**src/inc/msf_map.svh**
```systemverilog
`ifndef MSF_MAP_SVH
`define MSF_MAP_SVH
`define MSF_OFS_IO_CTRL 7'h22
`define MSF_OFS_MISC 7'h23
`define MSF_OFS_SELFTEST 7'h24
`define MSF_OFS_EVT_SRC 7'h26
`define MSF_OFS_STATUS 7'h27
`define MSF_OFS_OUT_X 7'h28
`define MSF_OFS_OUT_Y 7'h2a
`define MSF_OFS_OUT_Z 7'h2c
`define MSF_OFS_BUF_CTRL 7'h2e
`define MSF_OFS_BUF_STAT 7'h2f
`define MSF_BIT_HOLD 6
`define MSF_BIT_SLEEP 6
`define MSF_BIT_TEMP 4
`define MSF_BIT_TIMER 3
`define MSF_BIT_TWO_OFF 2
`define MSF_BIT_BUF_ON 1
`define MSF_BIT_LIMIT 0
`define MSF_BIT_RATE_ST 2
`define MSF_BIT_ACCEL_ST 0
`define MSF_MASK_IO_CTRL 8'h40
`define MSF_MASK_MISC 8'h5f
`define MSF_MASK_SELFTEST 8'h05
`define MSF_RST_IO_CTRL 8'h00
`define MSF_RST_MISC 8'h00
`define MSF_RST_SELFTEST 8'h00
`define MSF_RST_BUF_CTRL 8'h00
`define MSF_BUF_DEPTH 32
`define MSF_CLK_MHZ 25
`define MSF_AVAIL_NS 1000
`define MSF_AVAIL_CYC ((`MSF_AVAIL_NS * `MSF_CLK_MHZ) / 1000)
`endif

```
**src/inc/msf_pkg.sv**
```systemverilog
package msf_pkg;
  typedef enum logic [2:0] {
    MSF_MODE_BYPASS = 3'h0,
    MSF_MODE_FIFO = 3'h1,
    MSF_MODE_RSVD = 3'h2,
    MSF_MODE_CONT_FIFO = 3'h3,
    MSF_MODE_BYP_CONT = 3'h4,
    MSF_MODE_CONT = 3'h6
  } msf_mode_t;
  typedef enum logic [2:0] {
    MSF_ST_OFF = 3'h0,
    MSF_ST_PRE = 3'h1,
    MSF_ST_LIVE = 3'h3,
    MSF_ST_RING = 3'h2,
    MSF_ST_FILL = 3'h6
  } msf_state_t;
  typedef struct packed {
    logic [15:0] temp;
    logic [15:0] z;
    logic [15:0] y;
    logic [15:0] x;
  } msf_sample_t;
endpackage : msf_pkg

```
**src/inc/msf_stream_if.sv**
```systemverilog
`timescale 1ns/1ps
`default_nettype none
interface msf_stream_if;
  import msf_pkg::*;
  logic valid;
  logic ready;
  msf_sample_t data;
  modport src(output valid, output data, input ready);
  modport snk(input valid, input data, output ready);
endinterface : msf_stream_if
`default_nettype wire

```
**src/hdl/msf_skid.sv**
```systemverilog
`timescale 1ns/1ps
`default_nettype none
module msf_skid
  import msf_pkg::*;
(
  input wire logic clk_i,
  input wire logic reset_n_i,
  msf_stream_if.snk in_if,
  msf_stream_if.src out_if
);
  msf_sample_t a_q;
  msf_sample_t b_q;
  logic a_valid_q;
  logic b_valid_q;
  logic push;
  logic pop;

  // second slot catches the word already in flight when the sink stalls
  assign in_if.ready = ~b_valid_q;
  assign out_if.valid = a_valid_q;
  assign out_if.data = a_q;
  assign push = in_if.valid & ~b_valid_q;
  assign pop = a_valid_q & out_if.ready;

  always_ff @(posedge clk_i or negedge reset_n_i) begin
    if (!reset_n_i) begin
      a_valid_q <= 1'b0;
      b_valid_q <= 1'b0;
      a_q <= '0;
      b_q <= '0;
    end else if (pop) begin
      if (b_valid_q) begin
        a_q <= b_q;
        b_valid_q <= 1'b0;
      end else begin
        a_valid_q <= push;
        a_q <= in_if.data;
      end
    end else if (push) begin
      if (!a_valid_q) begin
        a_valid_q <= 1'b1;
        a_q <= in_if.data;
      end else begin
        b_valid_q <= 1'b1;
        b_q <= in_if.data;
      end
    end
  end
endmodule : msf_skid
`default_nettype wire

```
**src/hdl/msf_regs.sv**
```systemverilog
// Contract
// - sleep bit puts gyroscope asleep
// - temp flag stores temperature in buffer
// - availability timer runs only when enabled
// - two-wire off leaves only four-wire port
// - buffer works only when enabled
// - depth limit caps buffer at threshold
// - self-test enables for rate and accel
// - event source flags plus any-event bit
// - status shows generator event outputs
// - reload flag high during reload
// - new-sample flags set on fresh data
// - axis words little endian at 28h-2Dh
// - mode field upper, threshold lower bits
// - mode 000 bypass, 010 reserved
// - mode 001 stops when full
// - mode 011 continuous, then stop-when-full
// - mode 100 bypass, then continuous
// - mode 110 overwrites oldest when full
// - level flag when filling reaches threshold
// - overrun flag when full and overwritten
// - six-bit unread count, 32 means full
// - hold mode freezes pair until read
`timescale 1ns/1ps
`default_nettype none
`include "msf_map.svh"
module msf_regs
  import msf_pkg::*;
#(
  parameter int DEPTH = `MSF_BUF_DEPTH,
  parameter int AVAIL_CYC = `MSF_AVAIL_CYC
) (
  input wire logic clk_i,
  input wire logic reset_n_i,
  input wire logic spi_sck_i,
  input wire logic spi_cs_n_i,
  input wire logic spi_mosi_i,
  output logic spi_miso_o,
  output logic spi_miso_oe_n_o,
  input wire logic sample_valid_i,
  output logic sample_ready_o,
  input wire logic [15:0] accel_x_i,
  input wire logic [15:0] accel_y_i,
  input wire logic [15:0] accel_z_i,
  input wire logic [15:0] temp_i,
  input wire logic temp_strobe_i,
  input wire logic rate_strobe_i,
  input wire logic trigger_i,
  input wire logic [5:0] accel_event_i,
  input wire logic accel_event_out_i,
  input wire logic rate_event_out_i,
  input wire logic idle_event_i,
  input wire logic reload_running_i,
  output logic rate_sleep_o,
  output logic temp_into_buffer_o,
  output logic avail_tick_o,
  output logic two_wire_enable_o,
  output logic rate_selftest_o,
  output logic accel_selftest_o,
  output logic [15:0] buffer_temp_o
);
  localparam int AW = $clog2(DEPTH);
  localparam int CW = $clog2(DEPTH + 1);

  logic [7:0] io_ctrl_q;
  logic [7:0] misc_q;
  logic [7:0] selftest_q;
  logic [7:0] buf_ctrl_q;
  logic [5:0] evt_q;
  logic [2:0] gen_evt_q;
  logic reload_q;
  logic temp_new_q;
  logic rate_new_q;
  logic accel_new_q;
  logic [2:0][15:0] outw_q;
  logic [2:0] pend_q;
  msf_sample_t mem_q [DEPTH];
  logic [AW-1:0] wr_ptr_q;
  logic [AW-1:0] rd_ptr_q;
  logic [CW-1:0] count_q;
  logic ovr_q;
  msf_state_t st_q;
  logic [2:0] mode_seen_q;
  logic [15:0] timer_q;
  logic [15:0] temp_head_q;

  // serial port: three flops on clock, two on select and data, the first feeds only the second
  logic [2:0] sck_s;
  logic [1:0] cs_s;
  logic [1:0] mosi_s;
  logic [7:0] rx_q;
  logic [7:0] tx_q;
  logic [2:0] bit_q;
  logic cmd_done_q;
  logic rd_q;
  logic [6:0] addr_q;
  logic drive_q;

  logic sck_rise;
  logic sck_fall;
  logic cs_act;
  logic [7:0] rx_next;
  logic byte_done;
  logic wr_stb;
  logic rd_stb;
  logic [6:0] rd_addr;
  logic [7:0] rd_byte;
  logic [7:0] wdata;

  assign sck_rise = sck_s[1] & ~sck_s[2];
  assign sck_fall = ~sck_s[1] & sck_s[2];
  assign cs_act = ~cs_s[1];
  assign rx_next = {rx_q[6:0], mosi_s[1]};
  assign byte_done = cs_act & sck_rise & (bit_q == 3'h7);
  assign wr_stb = byte_done & cmd_done_q & ~rd_q;
  assign rd_stb = byte_done & (cmd_done_q ? rd_q : rx_next[7]);
  assign rd_addr = cmd_done_q ? addr_q + 7'h01 : rx_next[6:0];
  assign wdata = rx_next;

  always_ff @(posedge clk_i or negedge reset_n_i) begin
    if (!reset_n_i) begin
      sck_s <= 3'h7;
      cs_s <= 2'h3;
      mosi_s <= 2'h0;
    end else begin
      sck_s <= {sck_s[1:0], spi_sck_i};
      cs_s <= {cs_s[0], spi_cs_n_i};
      mosi_s <= {mosi_s[0], spi_mosi_i};
    end
  end

  always_ff @(posedge clk_i or negedge reset_n_i) begin
    if (!reset_n_i) begin
      rx_q <= 8'h00;
      bit_q <= 3'h0;
      cmd_done_q <= 1'b0;
      rd_q <= 1'b0;
      addr_q <= 7'h00;
    end else if (!cs_act) begin
      bit_q <= 3'h0;
      cmd_done_q <= 1'b0;
      rd_q <= 1'b0;
    end else if (sck_rise) begin
      rx_q <= rx_next;
      bit_q <= bit_q + 3'h1;
      if (byte_done && !cmd_done_q) begin
        cmd_done_q <= 1'b1;
        rd_q <= rx_next[7];
        addr_q <= rx_next[6:0];
      end else if (byte_done) begin
        addr_q <= addr_q + 7'h01;
      end
    end
  end

  // miso changes on falling clock, first bit ready before first rise
  always_ff @(posedge clk_i or negedge reset_n_i) begin
    if (!reset_n_i) begin
      tx_q <= 8'h00;
      drive_q <= 1'b0;
    end else begin
      drive_q <= cs_act & (rd_q | rd_stb);
      if (rd_stb) begin
        tx_q <= rd_byte;
      end else if (cs_act && sck_fall && bit_q != 3'h0) begin
        tx_q <= {tx_q[6:0], 1'b0};
      end
    end
  end
  assign spi_miso_o = tx_q[7];
  assign spi_miso_oe_n_o = ~drive_q;

  // sample path and buffer control
  msf_stream_if sk_in ();
  msf_stream_if sk_out ();
  msf_skid u_skid (
    .clk_i(clk_i),
    .reset_n_i(reset_n_i),
    .in_if(sk_in),
    .out_if(sk_out)
  );

  logic buffering;
  logic ring_like;
  logic [CW-1:0] cap;
  logic full;
  logic take;
  logic push;
  logic over;
  logic pop_rd;
  logic pop;
  logic zhi_rd;
  logic [4:0] level;
  msf_sample_t head;
  logic [2:0][15:0] view;

  assign sk_in.valid = sample_valid_i;
  // temperature rides along only when enabled
  assign sk_in.data = '{temp: misc_q[`MSF_BIT_TEMP] ? temp_i : 16'h0000,
                        z: accel_z_i, y: accel_y_i, x: accel_x_i};
  assign sample_ready_o = sk_in.ready;

  assign level = buf_ctrl_q[4:0];
  assign buffering = (st_q == MSF_ST_FILL) | (st_q == MSF_ST_LIVE) | (st_q == MSF_ST_RING);
  assign ring_like = (st_q == MSF_ST_LIVE) | (st_q == MSF_ST_RING);
  // threshold caps depth; a zero threshold then stores nothing
  assign cap = misc_q[`MSF_BIT_LIMIT] ? CW'(level) : CW'(DEPTH);
  assign full = count_q >= cap;
  // stop-when-full stalls the skid, so the source sees back-pressure
  assign take = ~((st_q == MSF_ST_FILL) & full);
  assign sk_out.ready = take;
  assign push = sk_out.valid & take & buffering & (cap != '0);
  // a full ring drops its oldest entry
  assign over = push & full & ring_like;
  assign zhi_rd = rd_stb & (rd_addr == `MSF_OFS_OUT_Z + 7'h01);
  assign pop_rd = zhi_rd & buffering & (count_q != '0);
  assign pop = over | pop_rd;
  assign head = mem_q[rd_ptr_q];
  // reads come from the buffer head while buffering
  assign view = buffering ? {head.z, head.y, head.x} : outw_q;

  // buffer modes only run while the buffer is enabled
  always_ff @(posedge clk_i or negedge reset_n_i) begin
    if (!reset_n_i) begin
      st_q <= MSF_ST_OFF;
      mode_seen_q <= 3'h0;
    end else begin
      mode_seen_q <= buf_ctrl_q[7:5];
      if (!misc_q[`MSF_BIT_BUF_ON] || buf_ctrl_q[7:5] != mode_seen_q) begin
        st_q <= MSF_ST_OFF;
      end else begin
        unique case (st_q)
          MSF_ST_OFF: begin
            // bypass and reserved codes keep the buffer off
            if (buf_ctrl_q[7:5] == MSF_MODE_FIFO) st_q <= MSF_ST_FILL;
            else if (buf_ctrl_q[7:5] == MSF_MODE_CONT_FIFO) st_q <= MSF_ST_LIVE;
            else if (buf_ctrl_q[7:5] == MSF_MODE_BYP_CONT) st_q <= MSF_ST_PRE;
            else if (buf_ctrl_q[7:5] == MSF_MODE_CONT) st_q <= MSF_ST_RING;
          end
          // bypass until trigger drops, then continuous
          MSF_ST_PRE: if (!trigger_i) st_q <= MSF_ST_RING;
          MSF_ST_LIVE: if (!trigger_i) st_q <= MSF_ST_FILL;
          MSF_ST_RING: st_q <= MSF_ST_RING;
          MSF_ST_FILL: st_q <= MSF_ST_FILL;
          default: st_q <= MSF_ST_OFF;
        endcase
      end
    end
  end

  // no reset on storage; count bounds what is valid
  always_ff @(posedge clk_i) begin
    if (push) mem_q[wr_ptr_q] <= sk_out.data;
  end

  // one up per store, one down per Z high-byte read or overwrite
  always_ff @(posedge clk_i or negedge reset_n_i) begin
    if (!reset_n_i) begin
      wr_ptr_q <= '0;
      rd_ptr_q <= '0;
      count_q <= '0;
    end else if (!buffering) begin
      wr_ptr_q <= '0;
      rd_ptr_q <= '0;
      count_q <= '0;
    end else begin
      if (push) wr_ptr_q <= wr_ptr_q + 1'b1;
      if (pop) rd_ptr_q <= rd_ptr_q + 1'b1;
      count_q <= count_q + CW'(push) - CW'(pop);
    end
  end

  // set on overwrite, kept until a read drops below full
  always_ff @(posedge clk_i or negedge reset_n_i) begin
    if (!reset_n_i) ovr_q <= 1'b0;
    else if (!buffering) ovr_q <= 1'b0;
    else if (over) ovr_q <= 1'b1;
    else if (pop_rd) ovr_q <= 1'b0;
  end

  always_ff @(posedge clk_i or negedge reset_n_i) begin
    if (!reset_n_i) temp_head_q <= 16'h0000;
    else temp_head_q <= head.temp;
  end
  assign buffer_temp_o = temp_head_q;

  // per-word output registers and read-pair hold
  genvar gi;
  for (gi = 0; gi < 3; gi++) begin : g_word
    localparam logic [6:0] LO = `MSF_OFS_OUT_X + 7'(2 * gi);
    always_ff @(posedge clk_i or negedge reset_n_i) begin
      if (!reset_n_i) begin
        outw_q[gi] <= 16'h0000;
        pend_q[gi] <= 1'b0;
      end else begin
        // a half-read pair is frozen until its high byte goes
        if (rd_stb && rd_addr == LO) pend_q[gi] <= 1'b1;
        else if (rd_stb && rd_addr == LO + 7'h01) pend_q[gi] <= 1'b0;
        if (sk_out.valid && !buffering && !(io_ctrl_q[`MSF_BIT_HOLD] && pend_q[gi])) begin
          outw_q[gi] <= sk_out.data[16*gi +: 16];
        end
      end
    end
  end

  // sticky event flags, cleared on read, a new event wins
  // generator outputs and reload flag follow their sources
  // temp and rate new-sample flags stick until status is read, accel flag until Z high byte is read
  always_ff @(posedge clk_i or negedge reset_n_i) begin
    if (!reset_n_i) begin
      evt_q <= 6'h00;
      gen_evt_q <= 3'h0;
      reload_q <= 1'b0;
      temp_new_q <= 1'b0;
      rate_new_q <= 1'b0;
      accel_new_q <= 1'b0;
    end else begin
      evt_q <= (evt_q & ~{6{rd_stb && rd_addr == `MSF_OFS_EVT_SRC}}) | accel_event_i;
      gen_evt_q <= {accel_event_out_i, rate_event_out_i, idle_event_i};
      reload_q <= reload_running_i;
      temp_new_q <= (temp_new_q & ~(rd_stb && rd_addr == `MSF_OFS_STATUS)) | temp_strobe_i;
      rate_new_q <= (rate_new_q & ~(rd_stb && rd_addr == `MSF_OFS_STATUS)) | rate_strobe_i;
      accel_new_q <= (accel_new_q & ~zhi_rd) | (sk_out.valid & take);
    end
  end

  // reserved bits are dropped on write and read as zero
  // mode and threshold stored whole in one byte
  always_ff @(posedge clk_i or negedge reset_n_i) begin
    if (!reset_n_i) begin
      io_ctrl_q <= `MSF_RST_IO_CTRL;
      misc_q <= `MSF_RST_MISC;
      selftest_q <= `MSF_RST_SELFTEST;
      buf_ctrl_q <= `MSF_RST_BUF_CTRL;
    end else if (wr_stb) begin
      if (addr_q == `MSF_OFS_IO_CTRL) io_ctrl_q <= wdata & `MSF_MASK_IO_CTRL;
      if (addr_q == `MSF_OFS_MISC) misc_q <= wdata & `MSF_MASK_MISC;
      if (addr_q == `MSF_OFS_SELFTEST) selftest_q <= wdata & `MSF_MASK_SELFTEST;
      if (addr_q == `MSF_OFS_BUF_CTRL) buf_ctrl_q <= wdata;
    end
  end

  // an empty buffer never reaches the level; six-bit count
  always_comb begin
    rd_byte = 8'h00;
    unique case (rd_addr)
      `MSF_OFS_IO_CTRL: rd_byte = io_ctrl_q;
      `MSF_OFS_MISC: rd_byte = misc_q;
      `MSF_OFS_SELFTEST: rd_byte = selftest_q;
      `MSF_OFS_EVT_SRC: rd_byte = {1'b0, |evt_q, evt_q};
      `MSF_OFS_STATUS: rd_byte = {1'b0, gen_evt_q, reload_q, temp_new_q, rate_new_q,
                                  accel_new_q};
      `MSF_OFS_OUT_X: rd_byte = view[0][7:0];
      `MSF_OFS_OUT_X + 7'h01: rd_byte = view[0][15:8];
      `MSF_OFS_OUT_Y: rd_byte = view[1][7:0];
      `MSF_OFS_OUT_Y + 7'h01: rd_byte = view[1][15:8];
      `MSF_OFS_OUT_Z: rd_byte = view[2][7:0];
      `MSF_OFS_OUT_Z + 7'h01: rd_byte = view[2][15:8];
      `MSF_OFS_BUF_CTRL: rd_byte = buf_ctrl_q;
      `MSF_OFS_BUF_STAT: rd_byte = {count_q != '0 && count_q >= CW'(level), ovr_q, 6'(count_q)};
      default: rd_byte = 8'h00;
    endcase
  end

  always_ff @(posedge clk_i or negedge reset_n_i) begin
    if (!reset_n_i) begin
      timer_q <= 16'h0000;
      avail_tick_o <= 1'b0;
    end else if (!misc_q[`MSF_BIT_TIMER]) begin
      timer_q <= 16'h0000;
      avail_tick_o <= 1'b0;
    end else begin
      avail_tick_o <= timer_q == 16'(AVAIL_CYC - 1);
      timer_q <= (timer_q == 16'(AVAIL_CYC - 1)) ? 16'h0000 : timer_q + 16'h0001;
    end
  end

  // sleep; two-wire port enable; self-test enables
  assign rate_sleep_o = misc_q[`MSF_BIT_SLEEP];
  assign temp_into_buffer_o = misc_q[`MSF_BIT_TEMP];
  assign two_wire_enable_o = ~misc_q[`MSF_BIT_TWO_OFF];
  assign rate_selftest_o = selftest_q[`MSF_BIT_RATE_ST];
  assign accel_selftest_o = selftest_q[`MSF_BIT_ACCEL_ST];
endmodule : msf_regs
`default_nettype wire

```
**config.mk**
```make
export PLATFORM = sky130hd
export DESIGN_NAME = msf_regs
export DESIGN_NICKNAME = d
export VERILOG_FILES = /design/src/inc/msf_pkg.sv /design/src/inc/msf_stream_if.sv /design/src/hdl/msf_skid.sv /design/src/hdl/msf_regs.sv
export VERILOG_INCLUDE_DIRS = /design/src /design/src/inc
export SDC_FILE = /design/constraint.sdc
export NUM_CORES = 2
export LEC_CHECK = 0
export BUFFER_PORTS_ARGS = -buffer_cell sky130_fd_sc_hd__buf_2
export CORE_MARGIN = 8
export CORE_UTILIZATION = 45
export DETAILED_ROUTE_END_ITERATION = 10
export PLACE_DENSITY = 0.59
export SLEW_MARGIN = 25
export SYNTH_ARGS = -nofsm -noshare
export SYNTH_HDL_FRONTEND = slang
export SYNTH_SLANG_ARGS = --single-unit
```
**constraint.sdc**
```tcl
create_clock -name clk_i -period 6.4 [get_ports clk_i]
set_input_delay 0.96 -clock clk_i [delete_from_list [all_inputs] [get_ports clk_i]]
set_output_delay 0.96 -clock clk_i [all_outputs]
set_load 0.05 [all_outputs]
```
# --- Word level (Yosys, flattened, before mapping) ---
# Memory sizes are Yosys's and may differ from the RTL's.
# Index checks and enable logic that the tools add are counted.
totals:
  regBits: 302
  ram_bits: 2048
  in_bits: 83
  out_inout_bits: 25
  memories: 1
mem_list:
  columns: ["name", "words", "word_bits", "rd", "rd_clocked_by_memory_dff", "write_ports", "line", "source"]
  rows:
  - ["mem_q", 32, 64, 1, 0, 1, "msf_regs.sv:77", "msf_sample_t mem_q [DEPTH];"]
op_classes:
  addsub: 7
  order_cmp: 2
  eq_ne: 36
  n_mux: 55
  bitwise: 43
  n_reduce_logical: 52
ops:
  columns: ["op", "n"]
  rows:
  - ["two-way mux 64 bit", 4]
  - ["== test 7 x 6 -> 1 bit (second input constant)", 17]
  - ["one-hot mux 8 bit (13 select lines)", 1]
  - ["two-way mux 16 bit", 3]
  - ["two-way mux 48 bit", 1]
  - ["two-way mux 3 bit", 9]
  - ["two-way mux 1 bit", 25]
  - ["AND 1 bit", 21]
  - ["two-way mux 7 bit", 3]
  - ["two-way mux 5 bit", 4]
  - ["logical AND 1 bit", 19]
  - ["AND reduction 2 bit", 9]
  - ["nonzero test 2 bit", 9]
  - ["adder 16 x 1 -> 16 bit (second input constant)", 1]
  - ["== test 16 x 5 -> 1 bit (second input constant)", 1]
  - ["two-way mux 8 bit", 2]
  - ["one-hot mux 3 bit (5 select lines)", 1]
  - ["== test 3 bit (second input constant)", 4]
  - ["two-way mux 6 bit", 2]
  - ["nonzero test 6 bit", 2]
  - ["inverter 1 bit", 11]
  - ["adder 5 x 1 -> 5 bit (second input constant)", 2]
  - ["== test 3 x 2 -> 1 bit (second input constant)", 3]
  - ["AND reduction 3 bit", 3]
  - ["other kinds (23)", 38]

# --- Longest topological paths before layout ---
logic_depth:
  ltp_word: 12
  depth_mapped: 19

# --- Hierarchy ---
# A second synthesis with hierarchy kept.
hier_totals:
  hier_cells: 4494
  area_unflattened_um2: 92117.1
modules_own_cells:
  columns: ["mod", "instances", "cells_per_inst", "area_each_um2", "seq_area_each_um2"]
  rows:
  - ["msf_regs", 1, 4132, 86442.9, 65809.4]
  - ["msf_skid", 1, 362, 5674.2, 3253.1]

# --- Least setup slack after synthesis ---
# OpenSTA, ideal clock, no wires.
synth_path:
  path_type: "register -> register"
  start: "register misc_q[0]"
  end: "memory mem_q[15][0] (netlist bit) (enable)"
  setup_ns: 0.487
  t_arrival_ns: 5.215
  path_slack_ns: 0.698
  path_stages_with_launch: 12
  path_buffers: 1
  period_less_slack_ns: 5.702
  path_cell_list: "dfrtp_1 -> clkbuf_1 -> and2_1 -> ha_1 -> nand2b_1 -> a21o_1 -> a21o_1 -> a21oi_1 -> o21ai_1 -> a21oi_1 -> nand3_1 -> nor2_1"
synth_via:
  elab_chain_len: 9
  word_cells_on_any_way: 10
synth_lines:
  columns: ["element", "line", "source"]
  rows:
  - ["start: declaration", "msf_regs.sv:66", "logic [7:0] misc_q;"]
  - ["start signal: assignment", "msf_regs.sv:332", "misc_q <= `MSF_RST_MISC;"]
  - ["start signal: assignment", "msf_regs.sv:337", "if (addr_q == `MSF_OFS_MISC) misc_q <= wdata & `MSF_MASK_MISC;"]
  - ["two-way mux 6 bit *", "msf_regs.sv:207", "assign cap = misc_q[`MSF_BIT_LIMIT] ? CW'(level) : CW'(DEPTH);"]
  - [">= comparator 6 bit", "msf_regs.sv:208", "assign full = count_q >= cap;"]
  - ["AND 1 bit", "msf_regs.sv:210", "assign take = ~((st_q == MSF_ST_FILL) & full);"]
  - ["inverter 1 bit", "msf_regs.sv:210", null]
  - ["AND 1 bit (2 in a row)", "msf_regs.sv:212", "assign push = sk_out.valid & take & buffering & (cap != '0);"]
  - ["AND 1 bit *", "msf_regs.sv:212", null]
  - ["two-way mux 1 bit *", "msf_regs.sv:253", "if (push) mem_q[wr_ptr_q] <= sk_out.data;"]
  - ["two-way mux 1 bit (not written as such) *", "msf_regs.sv:253", null]
  - ["end: declaration", "msf_regs.sv:77", null]
# Mark *: on every way between the ends. The rest lies on a longest branch, timed or not.

# --- Worst setup path in the final report ---
layout_path:
  start: "register sck_s[1]"
  end: "register count_q[4]"
layout_via:
  elab_chain_len: 10
layout_lines:
  columns: ["element", "line", "source"]
  rows:
  - ["start: declaration", "msf_regs.sv:88", "logic [2:0] sck_s;"]
  - ["start signal: assignment", "msf_regs.sv:126", "sck_s <= {sck_s[1:0], spi_sck_i};"]
  - ["AND 1 bit", "msf_regs.sv:110", "assign sck_rise = sck_s[1] & ~sck_s[2];"]
  - ["AND 1 bit (2 in a row)", "msf_regs.sv:114", "assign byte_done = cs_act & sck_rise & (bit_q == 3'h7);"]
  - ["AND 1 bit", "msf_regs.sv:116", "assign rd_stb = byte_done & (cmd_done_q ? rd_q : rx_next[7]);"]
  - ["AND 1 bit", "msf_regs.sv:215", "assign zhi_rd = rd_stb & (rd_addr == `MSF_OFS_OUT_Z + 7'h01);"]
  - ["AND 1 bit (2 in a row)", "msf_regs.sv:216", "assign pop_rd = zhi_rd & buffering & (count_q != '0);"]
  - ["bitwise OR 1 bit", "msf_regs.sv:217", "assign pop = over | pop_rd;"]
  - ["subtractor 6 x 1 -> 6 bit", "msf_regs.sv:269", "count_q <= count_q + CW'(push) - CW'(pop);"]
  - ["two-way mux 6 bit", "msf_regs.sv:262", "end else if (!buffering) begin"]
  - ["end signal: assignment", "msf_regs.sv:269", null]
  - ["end: declaration", "msf_regs.sv:80", "logic [CW-1:0] count_q;"]
# No other way between the ends.
# A chain may end at the register's enable or synchronous reset.

==> reports/metrics.csv <==
metric;value;unit
status;finished, final reports clean;
wire per inst;33.4;um
share of the yosys chip area belonging to registers;75.2;%
FILL cells;16100;
RSZ-0062 raised after global routing;no;
Post-synth ARST share;12.9;%
area share of the largest cell type after synthesis;66.9;%
Layout area overhead;13.6;%
r2r endpoint;count_q[4]$_DFF_PN0_;
Data required, critical path;7.13;ns
Via density;6.22;
fin nets;4993;
area of the mapped netlist;0.0919;mm2
via count;48400;
H-tree lvl count;4;
clock tree buffer depth;3;
CP Launch Type;register;
crit-path max FO;9;
worst-case headroom to the max-slew limit;24.5;%
vias in the first global route;47400;
Leak;0.0340;uW
routability-driven placement congestion ratio;0.838;
# Post-CTS Setup Buffers;0;
setup slack, reg-to-reg;1.86;ns
die area;0.219;mm2
FF+latch count, synth;2350;
Ports;108;
most common cell in the netlist;edfxtp_1;
list of most frequent post-synthesis cells;edfxtp_1, mux4_2, dfrtp_1, nand2_1, nor2_1;
Chip Width;468;um
DRC;0;
Final Hold Fails;0;
dominant cells by area after synthesis;edfxtp_1, mux4_2, dfrtp_1, mux2_2, mux2i_1;
Rows;166;
Clock transition at path regs;0.06;ns
final setup TNS;0;ns
Tmin final;4.54;ns
Pre-antenna DRT Iters;5;
WL final;259000;um
FMAX;220;MHz
Setup CP Type;reg2reg;
number of synthesized flops with an enable pin;2048;
Max Slew Vio Count;0;
worst r2r src;sck_s[1]$_DFF_PN1_;
skew final;0.108;ns
Data arrival, critical path;5.27;ns
DRT antenna net count;0;
Initial DRC Count;6589;
Synth area leader;edfxtp_1;
placed cells;7329;
Clk Latency, worst-skew pair;0.89;ns
Overflow after GRT;0;
Die Y;468;um
warnings from Yosys;0;
cts hold-fix bufs;0;
post-cts sizing count;0;
HPWL Detailed;153000;um
crit end category;register;
Syn Nets;4709;
cell count after synthesis;4593;
clk sinks;2350;
first-pass GRT wire length;366000;um
CTS tree;done;
Worst-Margin Slew;1.13;ns
max_cap viols;0;
Clock Tree Root;clkbuf_16;
total CTS buffers;234;
reg2reg path depth;16;
largest net degree at the start of global routing;136;
All-Layer GR Usage;23.4;%
Distinct cells, synth;81;
Initial Util;45.1;%
Hold WC Path Type;in2async;
maximum vdd drop;0.000293;V
non-filler cells, final;7776;
Primary FF master, synth;edfxtp_1;
final setup violation count;0;
Core ar.;0.204;mm2
initial antenna violation count;20;
pwr/cell area;353;mW/mm2
PortBufs;107;
final worst-path cycle share;70.9;%
Mapped Avg Cell Area;20.0;um2
ratio of cells with drive above 1 in the final layout;26.6;%
[power breakdown]
group / internal, uW / leakage [uW] / total [uW] / switching [uW]
sequential: 18900 / 0.0223 / 20100 / 1190
clock: 7870 / 0.00378 / 13800 / 5950
combinational: 676 / 0.00793 / 2890 / 2220
[flip-flops by register name, indices dropped and copies added (netlist names), 5 cells and up]
name / cells
mem_q: 2048
u_skid.b_q: 64
u_skid.out_if.data: 64
outw_q: 48
buffer_temp_o: 16
timer_q: 16
buf_ctrl_q: 8
tx_q: 8
addr_q: 7
rx_q: 7
count_q: 6
evt_q: 6
misc_q: 6
rd_ptr_q: 5
wr_ptr_q: 5
[cells in the final DEF, fill, tap and decap left out, types with 37 or more instances in the layout]
cell type | netlist | final
a21oi_1 | 70 | 70
a221o_1 | 49 | 49
a22oi_1 | 53 | 53
and3_1 | 58 | 58
buf_2 | 79 | 106
buf_4 | 30 | 164
clkbuf_1 | 98 | 61
clkbuf_16 | 0 | 235
clkinv_1 | 0 | 46
clkinv_2 | 0 | 47
dfrtp_1 | 297 | 268
edfxtp_1 | 2048 | 2048
inv_1 | 53 | 52
mux2_2 | 131 | 131
mux2i_1 | 145 | 145
mux4_2 | 494 | 494
nand2_1 | 235 | 235
nand3_1 | 52 | 52
nor2_1 | 153 | 115
nor3_1 | 38 | 37
o21ai_0 | 59 | 59
[kinds of logic after synthesis]
kind of cell	after synthesis	share of synthesized area (%)
AOI/OAI and AO/OA	475	3.75
adders and majority gates	33	0.458
buffers and inverters	307	1.69
DFF	2350	75.2
and+or+nand+nor	623	3.10
muxes	780	15.6
xor gates and xnor gates	25	0.238
[metal layers]
layer	vias to the layer above	track usage (%)	wire (um)
li1	19400	-	-
met1	26100	35.4	111000
met2	2496	35.2	117000
met3	375	4.89	25500
met4	4	5.42	5960
met5	-	0	27
[cell type report]
| class | instances | area (um2) | area share [%] |
|---|---|---|---|
| clock buffers | 307 | 6250 | 5.99 |
| multi-input cells | 1936 | 21600 | 20.7 |
| clock inverters | 137 | 1500 | 1.44 |
| repair buffers | 300 | 2360 | 2.27 |
| diodes | 3 | 7.51 | 0.00719 |
| flip-flops and latches | 2350 | 69100 | 66.2 |
| inverters | 55 | 213 | 0.204 |
| well taps | 2688 | 3360 | 3.22 |
[worst max-delay path by stage]
| stage | start | end | slack (ns) | cells after the start |
|---|---|---|---|---|
| after floorplan | misc_q[0]$_DFFE_PN0P_ | mem_q[15][0]$_DFFE_PP_ | 0.70 | 11 |
| after detailed placement | sck_s[1]$_DFF_PN1_ | count_q[4]$_DFF_PN0_ | 1.88 | 16 |
| after global routing | sck_s[1]$_DFF_PN1_ | count_q[4]$_DFF_PN0_ | 1.54 | 16 |
| after CTS | sck_s[1]$_DFF_PN1_ | count_q[4]$_DFF_PN0_ | 1.86 | 16 |
| final | sck_s[1]$_DFF_PN1_ | count_q[4]$_DFF_PN0_ | 1.86 | 16 |
| after global placement | sck_s[1]$_DFF_PN1_ | count_q[4]$_DFF_PN0_ | 1.89 | 16 |
[worst max-delay path: stages, from the launching register on]
cell and delay, ns:
dfstp_2 0.54, and2b_1 0.22, nor2b_1 0.60, and2_1 0.39, nand2b_1 0.26, nor3_1 0.41, a32oi_1 0.32, nor2b_1 0.27
ha_1 0.17, inv_1 0.04, ha_1 0.20, fa_1 0.43, a21oi_1 0.16, nor2_1 0.06, nor2_1 0.12, xor2_1 0.16
nor2_1 0.05
[per-stage QoR]
stage          hold WS [ns]  setup WS, ns  instance area [um2]  total power (uW)  utilization [%]
2_1_floorplan         0.331         0.698                91900             21100                -
3_3_place_gp          0.347          1.89                96600             23100             47.4
3_5_place_dp          0.337          1.88                96600             23300             47.4
4_1_cts              0.0804          1.86               104000             37000             51.2
5_1_grt               0.120          1.54               104000             37800             51.2
6_report             0.0986          1.86               104000             36800             51.2
No activity file was read; power rests on OpenSTA's default activity.
